**config.mk**
```make
export PLATFORM = sky130hd
export DESIGN_NAME = wrps_top
export DESIGN_NICKNAME = d
export VERILOG_FILES = /design/src/wrps_pkg.sv /design/src/wrps_fifo_if.sv /design/src/wrps_fifo.sv /design/src/wrps_top.sv
export SDC_FILE = /design/constraint.sdc
export NUM_CORES = 1
export LEC_CHECK = 0
export ABC_CLOCK_PERIOD_IN_PS = 7440
export BUFFER_PORTS_ARGS = -buffer_cell sky130_fd_sc_hd__buf_2
export CAP_MARGIN = 25
export CORE_ASPECT_RATIO = 1.2
export CORE_MARGIN = 4
export CORE_UTILIZATION = 55
export CTS_CLUSTER_DIAMETER = 30
export DETAILED_ROUTE_END_ITERATION = 8
export PLACE_DENSITY_LB_ADDON = 0.15
export SLEW_MARGIN = 10
export SYNTH_ARGS = -nofsm -noshare
export SYNTH_HDL_FRONTEND = slang
export SYNTH_HIERARCHICAL = 1
export SYNTH_SLANG_ARGS = --single-unit
```
**constraint.sdc**
```tcl
create_clock -name pclk -period 7.44 [get_ports pclk]
set_input_delay 0.372 -clock pclk [delete_from_list [all_inputs] [get_ports pclk]]
set_output_delay 0.372 -clock pclk [all_outputs]
set_load 0.005 [all_outputs]
```
**src/wrps_pkg.sv**
```systemverilog
// Constants and types for the waveform RAM playback sequencer
package wrps_pkg;
    localparam int PCLK_MHZ    = 125;
    localparam int OSC_KHZ_X10 = 196608;
    localparam int OSC_DIV     = 20;
    localparam int WORDS       = 32768;
    localparam int ADDR_W      = 15;
    localparam int DATA_W      = 16;
    localparam int FIFO_DEPTH  = 16;
    localparam int FIFO_W      = 1 + ADDR_W + DATA_W;
    localparam int STEP_W      = 4;

    // Bus timing of the external RAMs and DACs
    localparam int RAM_ACC_NS  = 70;
    localparam int RAM_WR_NS   = 60;
    localparam int DAC_STB_NS  = 30;
    localparam int RAM_ACC_CYC = (RAM_ACC_NS * PCLK_MHZ + 999) / 1000;
    localparam int RAM_WR_CYC  = (RAM_WR_NS * PCLK_MHZ + 999) / 1000;
    localparam int DAC_STB_CYC = (DAC_STB_NS * PCLK_MHZ + 999) / 1000;

    // Carrier offset of 7.5 degrees, in tenths of a degree
    localparam int CAR_OFS_DEG_X10 = 75;
    localparam logic [ADDR_W-1:0] CAR_OFFSET =
        ADDR_W'((WORDS * CAR_OFS_DEG_X10 + 1800) / 3600);

    // Bi-phase repeats per RAM cycle: 720 Hz and 30 Hz against 30 Hz
    localparam logic [4:0] MULT_DOPPLER = 5'h18;
    localparam logic [4:0] MULT_CONV    = 5'h01;
    localparam int         COMM_LSB     = 9;

    // Register offsets
    localparam logic [7:0] REG_CTRL     = 8'h00;
    localparam logic [7:0] REG_STATUS   = 8'h04;
    localparam logic [7:0] REG_RAM_ADDR = 8'h08;
    localparam logic [7:0] REG_RAM_DATA = 8'h0c;
    localparam logic [7:0] REG_MUX      = 8'h10;

    // Field positions and reset values
    localparam int CTRL_CYCLE_BIT = 0;
    localparam int RAM_SEL_BIT    = 15;
    localparam int MUX_EN_A_BIT   = 4;
    localparam int MUX_EN_B_BIT   = 5;
    localparam int ST_ADDR_LSB    = 16;
    localparam logic       CTRL_RST = 1'b0;
    localparam logic [5:0] MUX_RST  = 6'h00;

    // Synchronised pin indices
    localparam int PIN_OSC   = 0;
    localparam int PIN_STRAP = 1;
    localparam int PIN_GSC   = 2;
    localparam int PIN_AIR_N = 3;
    localparam int PIN_PEER  = 4;
    localparam int PIN_DOPP  = 5;
    localparam int NUM_PINS  = 6;

    typedef enum logic [2:0] {
        S_IDLE = 3'b000,
        S_WR   = 3'b001,
        S_RD   = 3'b010,
        S_CAR  = 3'b011,
        S_CSTB = 3'b100,
        S_SB   = 3'b101,
        S_SSTB = 3'b110,
        S_SSTH = 3'b111
    } wrps_state_t;
endpackage

```
**src/wrps_fifo_if.sv**
```systemverilog
// Valid/ready carrier between the sequencer and its write FIFO
`timescale 1ns/10ps
interface wrps_fifo_if #(parameter int W = 32) ();
    logic         push_valid;
    logic         push_ready;
    logic [W-1:0] push_data;
    logic         pop_valid;
    logic         pop_ready;
    logic [W-1:0] pop_data;

    modport fifo (input push_valid, push_data, pop_ready,
                  output push_ready, pop_valid, pop_data);
    modport user (output push_valid, push_data, pop_ready,
                  input push_ready, pop_valid, pop_data);
endinterface

```
**src/wrps_fifo.sv**
```systemverilog
// Flip-flop FIFO with valid and ready on both sides
`timescale 1ns/10ps
module wrps_fifo #(
    parameter int W     = 32,
    parameter int DEPTH = 16
) (
    input wire logic pclk,
    input wire logic presetn,
    wrps_fifo_if.fifo f
);
    localparam int PW = $clog2(DEPTH);

    logic [W-1:0] mem_ff [DEPTH];
    logic [PW:0]  wr_ptr_ff;
    logic [PW:0]  rd_ptr_ff;
    logic         full;
    logic         empty;

    if (DEPTH < 2 || (DEPTH & (DEPTH - 1)) != 0) begin : g_bad_depth
        $error("FIFO depth must be a power of two of at least 2");
    end

    assign empty        = wr_ptr_ff == rd_ptr_ff;
    assign full         = (wr_ptr_ff[PW] != rd_ptr_ff[PW]) &&
                          (wr_ptr_ff[PW-1:0] == rd_ptr_ff[PW-1:0]);
    assign f.push_ready = !full;
    assign f.pop_valid  = !empty;
    assign f.pop_data   = mem_ff[rd_ptr_ff[PW-1:0]];

    always_ff @(posedge pclk) begin
        if (f.push_valid && !full) begin
            mem_ff[wr_ptr_ff[PW-1:0]] <= f.push_data;
        end
    end

    always_ff @(posedge pclk or negedge presetn) begin
        if (!presetn) begin
            wr_ptr_ff <= '0;
            rd_ptr_ff <= '0;
        end else begin
            if (f.push_valid && !full) begin
                wr_ptr_ff <= wr_ptr_ff + 1'b1;
            end
            if (f.pop_ready && !empty) begin
                rd_ptr_ff <= rd_ptr_ff + 1'b1;
            end
        end
    end
endmodule

```
**src/wrps_top.sv**
```systemverilog
// Waveform RAM playback sequencer with APB register access
//
// Notes on behaviour
// - Host reads and writes carrier and sideband 32Kx16 RAMs through this block.
// - Host loads both RAMs, then sets cycling; words step at oscillator-derived rate.
// - While cycling, carrier words go to carrier DAC, sideband words to sideband DACs.
// - Carrier address gets 7.5 degree offset when strap fitted and ground-check high.
// - Off antenna, peer cycle-start rising edge clears the waveform address counter.
// - Bi-phase outputs repeat at 720 Hz in Doppler mode, 30 Hz otherwise.
// - Six commutator controls run only while RAM cycling is active.
// - Monitor multiplexer channel select and enables follow the host register.
// - Highest commutator control also appears as a cycle sync output.
// - Every location of both RAMs is read once per 1/30 s, oscillator divided.
// - Idle: host accesses reach the RAMs; cycling: internal counters own them.
// - Carrier DAC strobe is low while the carrier word is on the bus.
// - Sideband strobe with byte select writes low then high byte to DAC pairs.
//
// Design decisions made here: the APB slave port and the placing of the registers.
`timescale 1ns/10ps
module wrps_top
    import wrps_pkg::*;
#(
    parameter int AW    = ADDR_W,
    parameter int DW    = DATA_W,
    parameter int DEPTH = FIFO_DEPTH
) (
    input  logic          pclk,
    input  logic          presetn,
    input  logic [7:0]    paddr,
    input  logic          psel,
    input  logic          penable,
    input  logic          pwrite,
    input  logic [31:0]   pwdata,
    output logic          pready,
    output logic [31:0]   prdata,
    output logic          pslverr,
    input  logic          osc_in,
    input  logic          strap_fitted,
    input  logic          ground_check_cmd,
    input  logic          on_air_indicator_n,
    input  logic          peer_cycle_sync,
    input  logic          doppler_select,
    output logic [AW-1:0] ram_addr,
    output logic [DW-1:0] ram_data_out,
    output logic          ram_data_oe_n,
    input  logic [DW-1:0] ram_data_in,
    output logic          carrier_wave_ram_cs_n,
    output logic          sideband_wave_ram_cs_n,
    output logic          ram_we_n,
    output logic          ram_oe_n,
    output logic          carrier_dac_strobe_n,
    output logic          sideband_dac_strobe_n,
    output logic          sideband_dac_byte_sel,
    output logic          sine_phase_flip_out,
    output logic          cosine_phase_flip_out,
    output logic [5:0]    commutator_ctl,
    output logic          cycle_sync_out,
    output logic [3:0]    mux_chan_sel,
    output logic          mux_a_en,
    output logic          mux_b_en
);
    if (AW != ADDR_W || DW != DATA_W || DEPTH < 2) begin : g_bad_param
        $error("Sequencer needs 15-bit addresses, 16-bit data, FIFO depth >= 2");
    end

    function automatic logic hit(input logic [7:0] a, input logic [7:0] off);
        return a == off;
    endfunction

    wrps_fifo_if #(.W(FIFO_W)) fq ();

    logic [NUM_PINS-1:0] pins;
    logic [NUM_PINS-1:0] s1_ff;
    logic [NUM_PINS-1:0] s2_ff;
    logic [NUM_PINS-1:0] s3_ff;
    logic [NUM_PINS-1:0] pin_ff;
    logic [NUM_PINS-1:0] pin_prev_ff;
    logic [NUM_PINS-1:0] rise;
    logic [4:0]          osc_cnt_ff;
    logic                tick_ff;
    logic                ctrl_cycle_ff;
    logic                cycling_ff;
    logic                offset_on_ff;
    logic [AW-1:0]       addr_cnt_ff;
    logic [AW-1:0]       host_addr_ff;
    logic                host_sel_ff;
    logic [5:0]          mux_ff;
    wrps_state_t         state_ff;
    logic [STEP_W-1:0]   step_ff;
    logic [DW-1:0]       rd_data_ff;
    logic                rd_done_ff;
    logic                seq_done_ff;
    logic [AW-1:0]       phase;
    logic                access;
    logic                done_ok;
    logic                busy_cyc;
    logic                host_rd_go;
    logic                resync;
    logic                step_end_acc;
    logic                step_end_stb;

    // Three-stage input synchronisers, change taken when stages 2 and 3 agree
    assign pins = {doppler_select, peer_cycle_sync, on_air_indicator_n,
                   ground_check_cmd, strap_fitted, osc_in};

    for (genvar g = 0; g < NUM_PINS; g++) begin : g_sync
        always_ff @(posedge pclk or negedge presetn) begin
            if (!presetn) begin
                s1_ff[g]       <= 1'b0;
                s2_ff[g]       <= 1'b0;
                s3_ff[g]       <= 1'b0;
                pin_ff[g]      <= 1'b0;
                pin_prev_ff[g] <= 1'b0;
            end else begin
                s1_ff[g] <= pins[g];
                s2_ff[g] <= s1_ff[g];
                s3_ff[g] <= s2_ff[g];
                if (s2_ff[g] == s3_ff[g]) begin
                    pin_ff[g] <= s3_ff[g];
                end
                pin_prev_ff[g] <= pin_ff[g];
            end
        end
    end

    assign rise = pin_ff & ~pin_prev_ff;

    // Word rate: oscillator divided by 20, 32768 words per 1/30 s
    always_ff @(posedge pclk or negedge presetn) begin
        if (!presetn) begin
            osc_cnt_ff <= '0;
            tick_ff    <= 1'b0;
        end else begin
            tick_ff <= 1'b0;
            if (rise[PIN_OSC]) begin
                if (osc_cnt_ff == 5'(OSC_DIV - 1)) begin
                    osc_cnt_ff <= '0;
                    tick_ff    <= 1'b1;
                end else begin
                    osc_cnt_ff <= osc_cnt_ff + 5'h01;
                end
            end
        end
    end

    // Cycling starts only once queued host writes and reads are finished
    assign busy_cyc = cycling_ff || ctrl_cycle_ff;

    always_ff @(posedge pclk or negedge presetn) begin
        if (!presetn) begin
            cycling_ff   <= 1'b0;
            offset_on_ff <= 1'b0;
        end else begin
            cycling_ff <= ctrl_cycle_ff && (cycling_ff ||
                          (!fq.pop_valid && state_ff == S_IDLE));
            offset_on_ff <= pin_ff[PIN_STRAP] && pin_ff[PIN_GSC];
        end
    end

    // Waveform address counter
    assign resync = rise[PIN_PEER] && pin_ff[PIN_AIR_N];

    always_ff @(posedge pclk or negedge presetn) begin
        if (!presetn) begin
            addr_cnt_ff <= '0;
        end else if (!cycling_ff || resync) begin
            addr_cnt_ff <= '0;
        end else if (seq_done_ff) begin
            addr_cnt_ff <= addr_cnt_ff + 1'b1;
        end
    end

    // Bi-phase, commutator and sync outputs
    assign phase = AW'(addr_cnt_ff * (pin_ff[PIN_DOPP] ? MULT_DOPPLER : MULT_CONV));

    always_ff @(posedge pclk or negedge presetn) begin
        if (!presetn) begin
            sine_phase_flip_out   <= 1'b0;
            cosine_phase_flip_out <= 1'b0;
            commutator_ctl        <= '0;
            cycle_sync_out        <= 1'b0;
        end else if (cycling_ff) begin
            sine_phase_flip_out   <= phase[AW-1];
            cosine_phase_flip_out <= phase[AW-1] ^ phase[AW-2];
            commutator_ctl        <= addr_cnt_ff[COMM_LSB +: 6];
            cycle_sync_out        <= addr_cnt_ff[COMM_LSB + 5];
        end else begin
            sine_phase_flip_out   <= 1'b0;
            cosine_phase_flip_out <= 1'b0;
            commutator_ctl        <= '0;
            cycle_sync_out        <= 1'b0;
        end
    end

    // RAM and DAC bus sequencer
    assign access       = psel && penable;
    assign host_rd_go   = access && !pwrite && hit(paddr, REG_RAM_DATA) && !pready &&
                          !busy_cyc && !rd_done_ff && !fq.pop_valid;
    assign fq.pop_ready = (state_ff == S_IDLE) &&
                          !cycling_ff;
    assign step_end_acc = step_ff == STEP_W'(RAM_ACC_CYC - 1);
    assign step_end_stb = step_ff == STEP_W'(DAC_STB_CYC - 1);

    always_ff @(posedge pclk or negedge presetn) begin
        if (!presetn) begin
            state_ff               <= S_IDLE;
            step_ff                <= '0;
            ram_addr               <= '0;
            ram_data_out           <= '0;
            ram_data_oe_n          <= 1'b1;
            carrier_wave_ram_cs_n  <= 1'b1;
            sideband_wave_ram_cs_n <= 1'b1;
            ram_we_n               <= 1'b1;
            ram_oe_n               <= 1'b1;
            carrier_dac_strobe_n   <= 1'b1;
            sideband_dac_strobe_n  <= 1'b1;
            sideband_dac_byte_sel  <= 1'b0;
            rd_data_ff             <= '0;
            rd_done_ff             <= 1'b0;
            seq_done_ff            <= 1'b0;
        end else begin
            seq_done_ff <= 1'b0;
            step_ff     <= step_ff + 1'b1;
            if (access && pready) begin
                rd_done_ff <= 1'b0;
            end
            case (state_ff)
                S_IDLE: begin
                    step_ff <= '0;
                    if (cycling_ff && tick_ff) begin
                        state_ff              <= S_CAR;
                        ram_addr              <= offset_on_ff ?
                                                 addr_cnt_ff + CAR_OFFSET : addr_cnt_ff;
                        carrier_wave_ram_cs_n <= 1'b0;
                        ram_oe_n              <= 1'b0;
                    end else if (fq.pop_valid && fq.pop_ready) begin
                        state_ff               <= S_WR;
                        ram_addr               <= fq.pop_data[DW +: AW];
                        ram_data_out           <= fq.pop_data[DW-1:0];
                        ram_data_oe_n          <= 1'b0;
                        ram_we_n               <= 1'b0;
                        carrier_wave_ram_cs_n  <= fq.pop_data[FIFO_W-1];
                        sideband_wave_ram_cs_n <= !fq.pop_data[FIFO_W-1];
                    end else if (host_rd_go) begin
                        state_ff               <= S_RD;
                        ram_addr               <= host_addr_ff;
                        ram_oe_n               <= 1'b0;
                        carrier_wave_ram_cs_n  <= host_sel_ff;
                        sideband_wave_ram_cs_n <= !host_sel_ff;
                    end
                end
                S_WR: begin
                    if (step_ff == STEP_W'(RAM_WR_CYC - 1)) begin
                        state_ff               <= S_IDLE;
                        ram_we_n               <= 1'b1;
                        ram_data_oe_n          <= 1'b1;
                        carrier_wave_ram_cs_n  <= 1'b1;
                        sideband_wave_ram_cs_n <= 1'b1;
                    end
                end
                S_RD: begin
                    if (step_end_acc) begin
                        state_ff               <= S_IDLE;
                        rd_data_ff             <= ram_data_in;
                        rd_done_ff             <= 1'b1;
                        ram_oe_n               <= 1'b1;
                        carrier_wave_ram_cs_n  <= 1'b1;
                        sideband_wave_ram_cs_n <= 1'b1;
                    end
                end
                S_CAR: begin
                    if (step_end_acc) begin
                        state_ff             <= S_CSTB;
                        step_ff              <= '0;
                        carrier_dac_strobe_n <= 1'b0;
                    end
                end
                S_CSTB: begin
                    if (step_end_stb) begin
                        state_ff               <= S_SB;
                        step_ff                <= '0;
                        carrier_dac_strobe_n   <= 1'b1;
                        carrier_wave_ram_cs_n  <= 1'b1;
                        sideband_wave_ram_cs_n <= 1'b0;
                        ram_addr               <= addr_cnt_ff;
                    end
                end
                S_SB: begin
                    if (step_end_acc) begin
                        state_ff              <= S_SSTB;
                        step_ff               <= '0;
                        sideband_dac_strobe_n <= 1'b0;
                        sideband_dac_byte_sel <= 1'b0;
                    end
                end
                S_SSTB: begin
                    if (step_end_stb) begin
                        state_ff              <= S_SSTH;
                        step_ff               <= '0;
                        sideband_dac_strobe_n <= 1'b1;
                        sideband_dac_byte_sel <= 1'b1;
                    end
                end
                S_SSTH: begin
                    if (step_ff == '0) begin
                        sideband_dac_strobe_n <= 1'b0;
                    end else if (step_ff == STEP_W'(DAC_STB_CYC)) begin
                        state_ff               <= S_IDLE;
                        sideband_dac_strobe_n  <= 1'b1;
                        sideband_dac_byte_sel  <= 1'b0;
                        sideband_wave_ram_cs_n <= 1'b1;
                        ram_oe_n               <= 1'b1;
                        seq_done_ff            <= 1'b1;
                    end
                end
                default: begin
                    state_ff <= S_IDLE;
                end
            endcase
        end
    end

    // APB answer: pready in the second cycle of the access phase at the earliest
    assign done_ok = access && pready && !pslverr;
    assign fq.push_valid = done_ok && pwrite && hit(paddr, REG_RAM_DATA);
    assign fq.push_data  = {host_sel_ff, host_addr_ff, pwdata[DW-1:0]};

    always_ff @(posedge pclk or negedge presetn) begin
        if (!presetn) begin
            pready  <= 1'b0;
            pslverr <= 1'b0;
            prdata  <= '0;
        end else begin
            pready  <= 1'b0;
            pslverr <= 1'b0;
            if (access && !pready) begin
                if (hit(paddr, REG_RAM_DATA)) begin
                    if (busy_cyc) begin
                        pready  <= 1'b1;
                        pslverr <= 1'b1;
                        prdata  <= '0;
                    end else if (pwrite) begin
                        pready <= fq.push_ready;
                    end else if (rd_done_ff) begin
                        pready <= 1'b1;
                        prdata <= {16'h0000, rd_data_ff};
                    end
                end else begin
                    pready <= 1'b1;
                    prdata <= '0;
                    if (hit(paddr, REG_CTRL)) begin
                        prdata[CTRL_CYCLE_BIT] <= ctrl_cycle_ff;
                    end else if (hit(paddr, REG_STATUS)) begin
                        prdata <= {1'b0, addr_cnt_ff, 12'h000, offset_on_ff,
                                   !fq.push_ready, !fq.pop_valid, cycling_ff};
                    end else if (hit(paddr, REG_RAM_ADDR)) begin
                        prdata <= {16'h0000, host_sel_ff, host_addr_ff};
                    end else if (hit(paddr, REG_MUX)) begin
                        prdata <= {26'h0000000, mux_ff};
                    end else begin
                        pslverr <= 1'b1;
                    end
                end
            end
        end
    end

    // Software-written registers, taken at the completing edge
    always_ff @(posedge pclk or negedge presetn) begin
        if (!presetn) begin
            ctrl_cycle_ff <= CTRL_RST;
            host_addr_ff  <= '0;
            host_sel_ff   <= 1'b0;
            mux_ff        <= MUX_RST;
        end else if (done_ok) begin
            if (pwrite && hit(paddr, REG_CTRL)) begin
                ctrl_cycle_ff <= pwdata[CTRL_CYCLE_BIT];
            end
            if (pwrite && hit(paddr, REG_RAM_ADDR)) begin
                host_addr_ff <= pwdata[AW-1:0];
                host_sel_ff  <= pwdata[RAM_SEL_BIT];
            end else if (hit(paddr, REG_RAM_DATA)) begin
                host_addr_ff <= host_addr_ff + 1'b1;
            end
            if (pwrite && hit(paddr, REG_MUX)) begin
                mux_ff <= pwdata[5:0];
            end
        end
    end

    // Monitor multiplexer lines
    always_ff @(posedge pclk or negedge presetn) begin
        if (!presetn) begin
            mux_chan_sel <= '0;
            mux_a_en     <= 1'b0;
            mux_b_en     <= 1'b0;
        end else begin
            mux_chan_sel <= mux_ff[3:0];
            mux_a_en     <= mux_ff[MUX_EN_A_BIT];
            mux_b_en     <= mux_ff[MUX_EN_B_BIT];
        end
    end

    wrps_fifo #(
        .W     (FIFO_W),
        .DEPTH (DEPTH)
    ) u_fifo (
        .pclk    (pclk),
        .presetn (presetn),
        .f       (fq.fifo)
    );
endmodule

```
# [Yosys cells after proc, flatten, opt, wreduce, memory -nomap -nowiden]
# Memory sizes are Yosys's and may differ from the RTL's.
# Index checks and enable logic that the tools add are counted.
[totals] reg_bits=197 mem_bits_rw=512 in_bits=67 out_inout_bits=88 elab_cells=276 memories=1
[classes] n_addsub=7 mul=1 n_eq_ne=42 muxes=90 bitwise_logic=4 reduce_logical=67
[mem_list] memory="u_fifo.mem_ff" depth=16 width=32 rd=1 rd_ports_with_merged_regs=0 write_ports=1 line_no="wrps_fifo.sv:13" rtl="logic [W-1:0] mem_ff [DEPTH];"
[op_table] op="2-to-1 mux 15 bit" count=9
[op_table] op="2-to-1 mux 32 bit" count=4
[op_table] op="2-to-1 mux 31 bit" count=2
[op_table] op="2-to-1 mux 1 bit" count=47
[op_table] op="2-to-1 mux 3 bit" count=11
[op_table] op="adder 15 x 1 -> 15 bit (second input constant)" count=2
[op_table] op="case mux 15 bit (2 select lines)" count=1
[op_table] op="logical AND 1 bit" count=24
[op_table] op="case mux 3 bit (8 select lines)" count=1
[op_table] op="!= test 2 bit (second input constant)" count=9
[op_table] op="equality test 8 x 4 -> 1 bit (second input constant)" count=2
[op_table] op="2-to-1 mux 16 bit" count=1
[op_table] op="adder 15 x 10 -> 15 bit (second input constant)" count=1
[op_table] op="adder 5 x 1 -> 5 bit (second input constant)" count=3
[op_table] op="multiplier 15 x 5 -> 15 bit" count=1
[op_table] op="equality test 3 bit (second input constant)" count=4
[op_table] op="2-to-1 mux 6 bit" count=2
[op_table] op="!= test 3 bit (second input constant)" count=4
[op_table] op="case mux 4 bit (3 select lines)" count=1
[op_table] op="AND reduction 3 bit" count=4
[op_table] op="zero test 1 bit" count=10
[op_table] op="2-to-1 mux 5 bit" count=2
[op_table] op="AND reduction 2 bit" count=5
[op_table] op="AND reduction 5 bit" count=2
[op_table] op="38 further kinds" count=59

# [Logic depth before layout (Yosys ltp)]
# Gate-level depths: netlist (run 1).
[depth] ltp_word=11 ltp_mapped=13 depth_no_buf=12

# [Cells and area by module]
# Netlist (run 1), hierarchy kept.
[modules_own_cells] mod="wrps_fifo" instances=1 cells_per_inst=869 area_per_inst_um2=19935.4 seq_area_each_um2=15625.0
[modules_own_cells] mod="wrps_top" instances=1 cells_per_inst=1016 area_per_inst_um2=9764.4 seq_area_each_um2=4561.9

# [Least setup slack after synthesis (run 1)]
# No wires, ideal clock.
[synth_path] kind="input to register" start="in paddr[6]" end="mem u_fifo.mem_ff[12][0] (enable)" setup_time_ns=0.461 arrival_time_ns=4.081 t_required_ns=6.979 path_slack_ns=2.898 path_stages=5 path_buffers=1 cell_sequence="clkbuf_1 or4bb_1 nor3_1 nand2_1 nor3_1"
[synth_between] elab_chain_len=5
[synth_rtl] element="start, declared" line_no="wrps_top.sv:29" rtl="input logic [7:0] paddr,"
[synth_rtl] element="equality test 8 x 4 -> 1 bit" line_no="wrps_top.sv:67" rtl="return a == off;"
[synth_rtl] element="logical AND 1 bit" line_no="wrps_top.sv:325" rtl="assign fq.push_valid = done_ok && pwrite && hit(paddr, REG_RAM_DATA);"
[synth_rtl] element="named net fq.push_valid" line_no="wrps_fifo_if.sv:4" rtl="logic push_valid;"
[synth_rtl] element="logical AND 1 bit" line_no="wrps_fifo.sv:31" rtl="if (f.push_valid && !full) begin"
[synth_rtl] element="2-to-1 mux 1 bit" line_no="wrps_fifo.sv:31"
[synth_rtl] element="2-to-1 mux 1 bit (implied by the code)" line_no="wrps_fifo.sv:32" rtl="mem_ff[wr_ptr_ff[PW-1:0]] <= f.push_data;"
[synth_rtl] element="end, declared" line_no="wrps_fifo.sv:13"
# The timed path passes the listed nets, and every way through them passes these cells.

# [Worst setup path after layout (run 1)]
[layout_path] start="reg u_fifo.rd_ptr_ff[1]" end="reg ram_addr[12]"
[layout_between] elab_chain_len=6 word_cells_on_any_way=10 cone_classes="eq/ne: 2; mux: 3; reduce/logical: 4; memory: 1"
[layout_rtl] element="start, declared" line_no="wrps_fifo.sv:15" rtl="logic [PW:0] rd_ptr_ff;"
[layout_rtl] element="start signal, assigned" line_no="wrps_fifo.sv:45" rtl="rd_ptr_ff <= rd_ptr_ff + 1'b1;"
[layout_rtl] element="equality test 5 bit (*)" line_no="wrps_fifo.sv:23" rtl="assign empty = wr_ptr_ff == rd_ptr_ff;"
[layout_rtl] element="zero test 1 bit (*)" line_no="wrps_fifo.sv:27" rtl="assign f.pop_valid = !empty;"
[layout_rtl] element="named net fq.pop_valid" line_no="wrps_fifo_if.sv:7" rtl="logic pop_valid;"
[layout_rtl] element="logical AND 1 bit (*)" line_no="wrps_top.sv:236" rtl="end else if (fq.pop_valid && fq.pop_ready) begin"
[layout_rtl] element="2-to-1 mux 15 bit" line_no="wrps_top.sv:236"
[layout_rtl] element="2-to-1 mux 15 bit" line_no="wrps_top.sv:230" rtl="if (cycling_ff && tick_ff) begin"
[layout_rtl] element="case mux 15 bit (2 select lines)" line_no="wrps_top.sv:227" rtl="case (state_ff)"
[layout_rtl] element="end signal, assigned" line_no="wrps_top.sv:232" rtl="ram_addr <= offset_on_ff ?"
[layout_rtl] element="end signal, assigned" line_no="wrps_top.sv:238" rtl="ram_addr <= fq.pop_data[DW +: AW];"
[layout_rtl] element="end signal, assigned" line_no="wrps_top.sv:246" rtl="ram_addr <= host_addr_ff;"
[layout_rtl] element="end, declared" line_no="wrps_top.sv:43" rtl="output logic [AW-1:0] ram_addr,"
# The timed path passes the listed nets; every way through them passes the cells marked *.
# A chain may end at the register's enable or synchronous reset.

==> flow_summary_export.csv, run 1 <==
group,metric,value,unit
synth,synthArstFlopShare,27.3,%
synth,syn_area_per_cell,15.8,µm²
grt,grt_pass1_wl,110000,µm
critical_path,rr_worst_depth,9,
timing,max_freq,240,MHz
synth,synth_edf_count,512,
synth,ys_types,85,
detailed_routing,drtIter0Drc,1573,
pwr,p_sw,3.53,mW
detailed_routing,vias,17700,
grt,grt_max_degree,133,
placement,placed_cell_area,0.0310,mm²
timing,final.setup.tns,0,ps
pwr,irDropWorstVdd,0.294,mV
clock_network,cts_setup_buffers,0,
clock_network,cts_tree,"built",
detailed_routing,drt-pass1-iter-count,5,
timing,finalClockSkew,26.3,ps
synth,ys_ff_latch,704,
timing,final_max_slew_viol_count,0,
pwr,p_per_area,355,mW/mm²
clock_network,htreeDepth,3,
synth,synth_area_leaders,"edfxtp_1 52%, dfrtp_1 16%, mux4_2 8.2%",
pwr,combPwrFrac,19.3,%
die,initial_core_util,55.5,%
clock_network,cts-root-buf,"clkbuf_16",
placement,io_buffers,137,
clock_network,clk_pin_slew,50,ps
clock_network,cts_buffer_depth,3,
synth,synth_area,0.0297,mm²
job,maxCapViolCount,0,
timing,finalCritPeriodShare,56.0,%
timing,tightestPinTransition,1040,ps
critical_path,r2r-start,"u_fifo/rd_ptr_ff[1]",
clock_network,numClockSinks,704,
clock_network,insertion_delay,670,ps
timing,min_period,4170,ps
synth,synthFlopType,"edfxtp_1",
die,die_h,263,µm
pwr,p_seq_share,36.6,%
die,die_w,220,µm
placement,gp_congestion,0.886,
synth,synth_warnings,6,
timing,finalSetupViolCount,0,
detailed_routing,drtAntennaViolNets,0,
pwr,pwr-share-clk,44.0,%
synth,syn_inst,1885,
grt,grt-ovfl-total,0,
critical_path,r2r-end,"ram_addr[12]",
pwr,internal_power,9.06,mW
synth,synth_commonest_cells,"512 x edfxtp_1, 186 x dfrtp_1, 142 x nand2_1, 142 x nor2_1, 108 x mux4_2",
die,ioPinCount,155,
finish,final_area,0.0355,mm²
critical_path,critPathRequiredTime,7950,ps
synth,yosysTopAreaCellShare,51.8,%
critical_path,cp-start-kind,"register",
timing,rsz0062_at_grt,"no",
synth,yosys.area.top_type,"edfxtp_1",
grt,antenna_found_initial,2,
detailed_routing,via_per_inst,6.10,
clock_network,cts_buffers,118,
grt,grt_usage,25.3,%
worst_hold_path,hold_end,"rd_done_ff",
critical_path,cp_max_fo,132,
pwr,p_leak,13.8,nW
detailed_routing,drc,0,
pwr,swShare,28.0,%
synth,synth_seq_area_share,68.0,%
worst_hold_path,holdCritPathClass,"input pin to register",
critical_path,critPathKind,"register to register",
run_status,status,"finished, final reports clean",
detailed_routing,wl_per_cell,25.0,µm
finish,nets,2204,
die,rows,93,
timing,hold_violations,0,
synth,syn-num-nets,2002,
timing,relSlewSlack,30.7,%
critical_path,r2r_setup_slack,3270,ps
worst_hold_path,min_delay_path_depth,4,
die,core,0.0535,mm²
clock_network,cts_hold_buffers,23,
finish,final_layout_size_suffix_gt1_share,25.7,%
critical_path,cp.arrival,4680,ps
detailed_routing,totalWireLength,72600,µm
grt,grt_pass1_vias,18100,
critical_path,endpoint_kind,"register",
worst_hold_path,min_from,"penable",
finish,syn2layout_area_growth,19.6,%
clock_network,cts_resized,0,
die,die_area,0.0578,mm²
synth,yosysMostFrequentCell,"edfxtp_1",
placement,dpl.hpwl,41400,µm
-- cell usage in the layout (no fill, tap or decap), types with 15 or more instances in the layout --
master and instances:
ha_1 41, mux2i_1 17, mux2_2 25, a221oi_1 20, buf_2 139, nand2b_1 17
mux4_1 20, nor2_1 128, dlygate4sd3_1 23, clkbuf_1 17, o22ai_1 73, clkinvlp_4 17
nand2_1 142, o21ai_0 44, nor2b_1 15, inv_1 55, dfrtp_1 183, edfxtp_1 512
buf_4 30, xnor2_1 28, a21oi_1 41, mux4_2 108, and2_1 23, clkbuf_16 123
nand3_1 45
-- metal layers --
metal  vias up  GRT usage, %  share of wire, %
li1       7735             -                 -
met1      9148          34.4                40
met2       705          41.1                49
met3       141          4.45               7.0
met4         0          10.0               3.6
met5         -             0                 0
-- flip-flops by register name (all words and copies together), names as in the netlist, 15 cells and up --
signal / count
addr_cnt_ff: 15
host_addr_ff: 15
prdata: 31
ram_addr: 15
ram_data_out: 16
rd_data_ff: 16
u_fifo/mem_ff: 512
-- power by group through the flow --
stage | Sequential, mW | Combinational, mW | Clock, mW
3_5_place_dp | 4.69 | 2.39 | 0
5_1_grt | 4.64 | 2.63 | 5.82
3_3_place_gp | 4.68 | 2.36 | 0
4_1_cts | 4.62 | 2.41 | 5.62
2_1_floorplan | 4.56 | 1.84 | 0
6_report | 4.61 | 2.44 | 5.54
-- through the flow --
stage / hold WS [ps] / total power [mW] / setup slack (ps) / instances / utilization, %
after floorplan: 76.4 / 6.40 / 2900 / 1885 / -
after global placement: 333 / 7.04 / 3280 / 2647 / 57.9
after detailed placement: 335 / 7.07 / 3240 / 2651 / 58.0
after CTS: 41.3 / 12.7 / 3280 / 2899 / 66.2
after global routing: 77.2 / 13.1 / 2980 / 2904 / 66.4
final: 65.8 / 12.6 / 3270 / 2905 / 66.4
-- logic make-up (layout without fill, tap and decap cells) --
group / count (synthesis) / count (layout) / share of synthesized area, %
AND/OR/NAND/NOR: 457 / 457 / 7.38
multiplexers: 171 / 171 / 11.5
flip-flops: 704 / 704 / 68.0
AO/OA/AOI/OAI: 287 / 287 / 6.53
XOR/XNOR: 37 / 37 / 1.09
buffers and inverters: 172 / 479 / 2.97
other: 1 / 2 / 0.0126
adder cells (fa/ha/maj): 56 / 56 / 2.54
-- how the worst max path moves through the flow --
stage                        startpoint                     to  slack [ps]  cells past startpoint
detailed placement             paddr[1]  u_fifo/mem_ff[13][18]        3240                      6
global placement    u_fifo/rd_ptr_ff[1]           ram_addr[12]        3280                      9
global route        u_fifo/rd_ptr_ff[1]           ram_addr[12]        2980                      9
finish              u_fifo/rd_ptr_ff[1]           ram_addr[12]        3270                      9
floorplan                      paddr[6]   u_fifo/mem_ff[12][0]        2900                      5
CTS                 u_fifo/rd_ptr_ff[1]           ram_addr[12]        3280                      9
-- worst max-delay path, cell delays in order (launching register included) --
cell and delay [ps]:
dfrtp_4 410, buf_12 620, xnor2_1 190, nand4_1 500
or2_2 590, nor4bb_1 370, and4_1 290, o21ai_2 250
a2111oi_0 610, a211oi_1 150
-- layout make-up --
type / count / area (µm²)
fillers: 3669 / 18000
inverters: 55 / 206
multi-input cells: 1009 / 8770
well taps: 712 / 891
flip-flops and latches: 704 / 20200
diodes: 1 / 2.50
clock inverters: 75 / 890
clock buffers: 150 / 3280
repair buffers: 199 / 1290
(Power assumes the default switching activity.)
==> run 2: changes to the inputs <==
- ABC_CLOCK_PERIOD_IN_PS: 7440 -> 4400
- clock period: 7.44 -> 4.4 ns (I/O delays scaled with it)
==> run 2 against run 1 <==
Effect of this change:
- total power is 66% higher
- sequential share of layout area is 0.40 points lower
- worst hold slack better by 94 ps
- global-route usage up 0.47 points
- largest cell class unchanged
- highest routed layer unchanged
==> flow_summary_export.csv, run 2 (same netlist as run 1, synthesis figures left out) <==
group,metric,value,unit
detailed_routing,dr_wl_met2,36700,µm
detailed_routing,wl_met1,28800,µm
critical_path,endpoint_kind,"register",
grt,grt-ovfl-total,0,
timing,max_freq,270,MHz
clock_network,clk_pin_slew,50,ps
finish,fillers,3688,
finish,mostFrequentLayoutCell,"edfxtp_1",
grt,grt_max_degree,99,
critical_path,rr_worst_depth,11,
die,die_area,0.0578,mm²
pwr,irDropWorstVdd,0.478,mV
critical_path,cp-start-kind,"register",
critical_path,max_stage_delay,710,ps
clock_network,cts_setup_buffers,0,
clock_network,cts_tree,"built",
die,rows,93,
critical_path,cp.arrival,4300,ps
placement,dpl.hpwl,44700,µm
critical_path,cp_max_fo,25,
die,initial_core_util,55.5,%
die,die_h,263,µm
finish,final_cell_mix,"512 x edfxtp_1, 183 x dfrtp_1, 142 x nand2_1, 139 x buf_2, 128 x nor2_1",
die,die_w,220,µm
worst_hold_path,holdCritPathClass,"input pin to asynchronous set/reset pin",
detailed_routing,wl_met3,5350,µm
timing,tightestPinTransition,1000,ps
timing,finalCritPeriodShare,84.3,%
clock_network,cts-root-buf,"clkbuf_16",
finish,final_layout_size_suffix_gt1_share,25.6,%
detailed_routing,drtIter0Drc,1489,
clock_network,cts_buffers,116,
die,core,0.0535,mm²
critical_path,r2r_setup_slack,690,ps
grt,grt_pass1_vias,18700,
critical_path,cpMaxStageDelayCell,"dfrtp_1",
finish,final_area,0.0358,mm²
critical_path,crit_path_frequent_cell,"ha_1",
clock_network,htreeDepth,3,
clock_network,numClockSinks,704,
timing,final_max_slew_viol_count,0,
critical_path,startpoint,"pin_ff[5]",
die,ioPinCount,155,
detailed_routing,vias,18000,
critical_path,r2r-start,"pin_ff[5]",
grt,grt_pass1_wl,112000,µm
pwr,p_leak,13.9,nW
timing,rsz0062_at_grt,"no",
timing,finalSetupViolCount,0,
detailed_routing,drt-pass1-iter-count,9,
detailed_routing,wl_per_cell,25.0,µm
run_status,status,"finished, final reports clean",
critical_path,worstPathCellList,"and2_1 > ha_1 > ha_1 > inv_1 > fa_1 > inv_1 > ha_1 > or4_1 > a31oi_1 > mux2i_1 > mux2i_1",
pwr,p_per_area,585,mW/mm²
timing,relSlewSlack,33.1,%
timing,hold_violations,0,
job,maxCapViolCount,0,
detailed_routing,drc,0,
clock_network,cts_buffer_depth,3,
detailed_routing,totalWireLength,73600,µm
placement,gp_congestion,0.916,
finish,syn2layout_area_growth,20.5,%
detailed_routing,drtAntennaViolNets,0,
clock_network,insertion_delay,670,ps
finish,nets,2243,
grt,grt_usage,25.8,%
detailed_routing,via_per_inst,6.12,
grt,antenna_found_initial,2,
placement,io_buffers,137,
placement,placed_cell_area,0.0313,mm²
timing,min_period,3710,ps
finish,largest_register_ffs,512,
critical_path,r2r-end,"cosine_phase_flip_out",
critical_path,critPathKind,"register to register",
timing,final.setup.tns,0,ps
timing,finalClockSkew,29.9,ps
critical_path,endpoint,"cosine_phase_flip_out",
detailed_routing,top_layer_used,"met4",
critical_path,critPathRequiredTime,4990,ps
[run 2: metal layers]
| metal | track usage [%] | up-vias |
|---|---|---|
| met1 | 34.1 | 9221 |
| met5 | 0 | - |
| li1 | - | 7825 |
| met4 | 11.1 | 0 |
| met3 | 4.21 | 170 |
| met2 | 42.6 | 789 |
[run 2: how the worst min path moves through the flow]
stage / end / start / cells after the start / slack, ps
final: state_ff[2] / presetn / 2 / 160
after detailed placement: sideband_dac_byte_sel / presetn / 1 / 330
after floorplan: addr_cnt_ff[0] / presetn / 0 / -80
after global routing: s1_ff[2] / ground_check_cmd / 2 / 170
after CTS: prdata[3] / paddr[3] / 5 / 100
after global placement: sideband_dac_byte_sel / presetn / 1 / 330
[run 2: worst max-delay path, delay by kind of cell (launching register included)]
| kind | cells | cell delay [ps] |
|---|---|---|
| muxes | 2 | 470 |
| adders and majority gates | 4 | 1250 |
| and+or+nand+nor | 2 | 730 |
| buffers and inverters | 2 | 90 |
| DFF | 1 | 710 |
| AOI/OAI and AO/OA | 1 | 350 |
[run 2: stage by stage]
stage	instances	total power, mW	hold slack (ps)	util (%)	setup slack (ps)
3_5_place_dp	2672	12.0	329	58.4	670
6_report	2940	20.9	160	66.8	690
3_3_place_gp	2669	11.9	325	58.4	708
2_1_floorplan	1885	10.8	-75.6	-	10.4
5_1_grt	2940	21.8	166	66.8	492
4_1_cts	2937	21.1	97.1	66.8	645
[run 2: where the power goes]
part	internal, mW	switching [mW]
registers	7.43	0.369
logic	1.76	2.36
clock network	5.76	3.25
[run 2: final cells by class]
| class | count | area [µm²] | area share [%] |
|---|---|---|---|
| inverter | 55 | 206 | 0.577 |
| sequential | 704 | 20200 | 56.4 |
| tap | 712 | 891 | 2.49 |
| antenna | 1 | 2.50 | 0.00699 |
| clock buffer | 139 | 3120 | 8.73 |
| multi-input combinational | 1009 | 8770 | 24.5 |
| clock inverter | 80 | 883 | 2.47 |
| timing repair buffer | 240 | 1710 | 4.78 |
[run 2: what timing repair did]
action                    in CTS  in global routing
hold endpoints to repair     347                  0
gates resized for setup        0                  0
hold buffers                  46                  0
==> run 3: changes to the inputs <==
- ABC_AREA: default -> 1
- ABC_CLOCK_PERIOD_IN_PS: 4400 -> 3420
- clock period: 4.4 -> 3.42 ns (I/O delays scaled with it)
==> run 3 against run 2 <==
Effect of this change:
- non-clock buffer count up 24
- critical path depth up 7
- synthesized area up 4.9%
- clock power up 32%
- clock-buffer cell count down 6
- global-route usage up 2.3 points
- final cell count up 41%
- first-iteration DRC count up 49%
- register-to-register slack worse by 260 ps
==> flow_summary_export.csv, run 3 <==
group,metric,value,unit
run_status,status,"finished, final reports clean",
grt,antenna_found_initial,1,
critical_path,cp.arrival,3580,ps
clock_network,clk_pin_slew,50,ps
critical_path,cp_max_fo,17,
finish,nets,3441,
detailed_routing,wl_per_cell,20.4,µm
detailed_routing,vias,23100,
critical_path,cp.depth,18,
die,die_area,0.0605,mm²
synth,synthArstFlopShare,27.3,%
worst_hold_path,min_delay_path_depth,6,
grt,grt_pass1_vias,22900,
finish,largest_register_ffs,512,
die,ioPinCount,155,
synth,synth_commonest_cells,"821 x nand2_1, 512 x edfxtp_1, 473 x nor2_1",
clock_network,cts_buffers,119,
synth,ys_ff_latch,704,
pwr,p_leak,15.6,nW
finish,multi_input_area,0.00961,mm²
timing,max_freq,335,MHz
timing,relSlewSlack,42.0,%
die,rows,95,
placement,dp_slack,349,ps
timing,hold_violations,0,
critical_path,cpMaxStageDelayCell,"dfrtp_2",
synth,syn-num-nets,3200,
timing,final.setup.worst_slack,434,ps
placement,dpl.hpwl,52000,µm
clock_network,cts_buffer_depth,3,
finish,mostFrequentLayoutCell,"nand2_1",
synth,synth_area_leaders,"edfxtp_1 49%, dfrtp_1 15%, nand2_1 9.9%",
die,die_h,269,µm
detailed_routing,via_per_inst,5.57,
detailed_routing,drc,0,
synth,synthFlopType,"edfxtp_1",
die,initial_core_util,55.6,%
timing,finalClockSkew,23.2,ps
timing,final.setup.tns,0,ps
clock_network,cts_setup_buffers,0,
grt,grt_pass1_wl,131000,µm
timing,final_max_slew_viol_count,0,
synth,yosys.area.top_type,"edfxtp_1",
clock_network,htreeDepth,3,
synth,syn_area_per_cell,10.1,µm²
die,core,0.0560,mm²
placement,gp_congestion,0.873,
synth,ys_types,55,
timing,tightestPinTransition,870,ps
timing,rsz0062_at_grt,"no",
synth,synth_warnings,6,
pwr,power,28.6,mW
finish,syn2layout_area_growth,20.5,%
worst_hold_path,holdCritPathClass,"input pin to register",
synth,syn_inst,3083,
finish,fillers,4148,
finish,final_cell_mix,"821 x nand2_1, 512 x edfxtp_1, 457 x nor2_1, 253 x o21ai_0, 184 x inv_1",
synth,synth_edf_count,512,
detailed_routing,drtAntennaViolNets,0,
detailed_routing,drtIter0Drc,2219,
pwr,p_per_area,762,mW/mm²
critical_path,max_stage_delay,500,ps
detailed_routing,drt-pass1-iter-count,6,
critical_path,path_buf_inv,4,
detailed_routing,totalWireLength,84700,µm
grt,grt_usage,28.0,%
grt,grt-ovfl-total,0,
die,die_w,225,µm
timing,finalCritPeriodShare,87.3,%
finish,antenna_cells,0,
critical_path,endpoint_kind,"register",
critical_path,critPathKind,"register to register",
critical_path,cp_top_family,"adder cells",
critical_path,crit_path_frequent_cell,"nand2_1",
pwr,irDropWorstVdd,0.558,mV
placement,io_buffers,137,
clock_network,cts-root-buf,"clkbuf_16",
critical_path,critPathRequiredTime,4010,ps
critical_path,worstPathCellList,"nand2_1 > inv_1 > ha_1 > ha_1 > inv_1 > fa_1 > inv_1 > ha_1 > nand2_1 > nor2_1 > nand3_1 > nand3_1 > inv_1 > nand2_1 > nand2_1 > nand2_1 > nand2_1 > nor2_1",
critical_path,rr_worst_depth,18,
job,maxCapViolCount,0,
grt,grt_max_degree,118,
synth,yosysMostFrequentCell,"nand2_1",
synth,synth_area,0.0312,mm²
critical_path,cp-start-kind,"register",
clock_network,numClockSinks,704,
clock_network,insertion_delay,660,ps
finish,final_layout_size_suffix_gt1_share,14.5,%
timing,finalSetupViolCount,0,
timing,min_period,2990,ps
finish,regArea,0.0202,mm²
finish,final_util,67.0,%
clock_network,cts_tree,"built",
synth,synth_seq_area_share,64.8,%
synth,yosysTopAreaCellShare,49.4,%
==> run 3: cell types whose count changed after synthesis, moves of 24 or more <==
cell | before | now
inv_1 | 55 | 185
mux4_2 | 108 | 0
nand2_1 | 142 | 821
nand3_1 | 45 | 183
nor2_1 | 142 | 473
o21ai_0 | 44 | 253
o22ai_1 | 73 | 5
xnor2_1 | 28 | 4
==> run 3: repair_timing <==
action                                  in CTS  in global routing
endpoints found under the setup margin       0                  1
gates resized for setup                      0                  1
hold endpoints to repair                   401                 16
hold buffers                                48                  1
==> run 3: layer usage <==
metal	GRT usage [%]	up-vias	routed length (µm)
met5	0	-	0
met4	10.1	0	2550
met3	3.70	166	5410
met2	49.1	919	43100
met1	36.2	11200	33600
li1	-	10800	-
==> run 3: path summary, 6_finish.rpt <==
| path | startpoint | to | slack (ps) |
|---|---|---|---|
| worst max-delay path | pin_ff[5] | cosine_phase_flip_out | 430 |
| worst min-delay path | paddr[2] | host_sel_ff | 110 |
| worst max register to register | pin_ff[5] | cosine_phase_flip_out | 430 |
| worst min register to register | s1_ff[4] | s2_ff[4] | 350 |
| max in group asynchronous | presetn | carrier_wave_ram_cs_n | 1770 |
| min in group asynchronous | presetn | ram_data_out[2] | 470 |
==> run 3: cells by family (layout without fill, tap and decap cells) <==
kind of cell               Yosys count  after routing  share of synthesized area [%]
buffers and inverters              349            694                           4.73
and+or+nand+nor                   1545           1545                           20.1
xor gates and xnor gates            18             18                          0.506
DFF                                704            704                           64.8
adders and majority gates           56             56                           2.42
other                                1              1                         0.0120
muxes                               18             18                          0.651
AOI/OAI and AO/OA                  392            392                           6.76
==> run 3: report_power, final <==
group	total [mW]	switching (mW)	internal, mW
combinational	6.80	4.67	2.12
sequential	9.94	0.371	9.57
clock	11.9	4.21	7.65
total	28.6	9.26	19.3
==> run 3: metrics by stage <==
| stage | cell area [µm²] | std cells | hold WS, ps |
|---|---|---|---|
| 4_1_cts | 37500 | 4153 | 77.8 |
| 5_1_grt | 37500 | 4155 | 142 |
| 3_5_place_dp | 32900 | 3880 | 280 |
| 6_report | 37500 | 4155 | 106 |
| 3_3_place_gp | 32900 | 3880 | 281 |
| 2_1_floorplan | 31200 | 3083 | -125 |
==> run 3: layout make-up <==
cell class / count / share of cell area [%]
clock buffer: 133 / 8.30
sequential: 704 / 53.8
multi-input combinational: 2030 / 25.6
timing repair buffer: 264 / 5.20
clock inverter: 92 / 2.58
inverter: 205 / 2.07
tap: 727 / 2.42
==> run 3: worst min-delay path, cell delays in order <==
cell	delay [ps]
buf_2	120
nor3_2	50
nand2_2	150
nor2_2	100
nand2_1	70
nand2_1	50
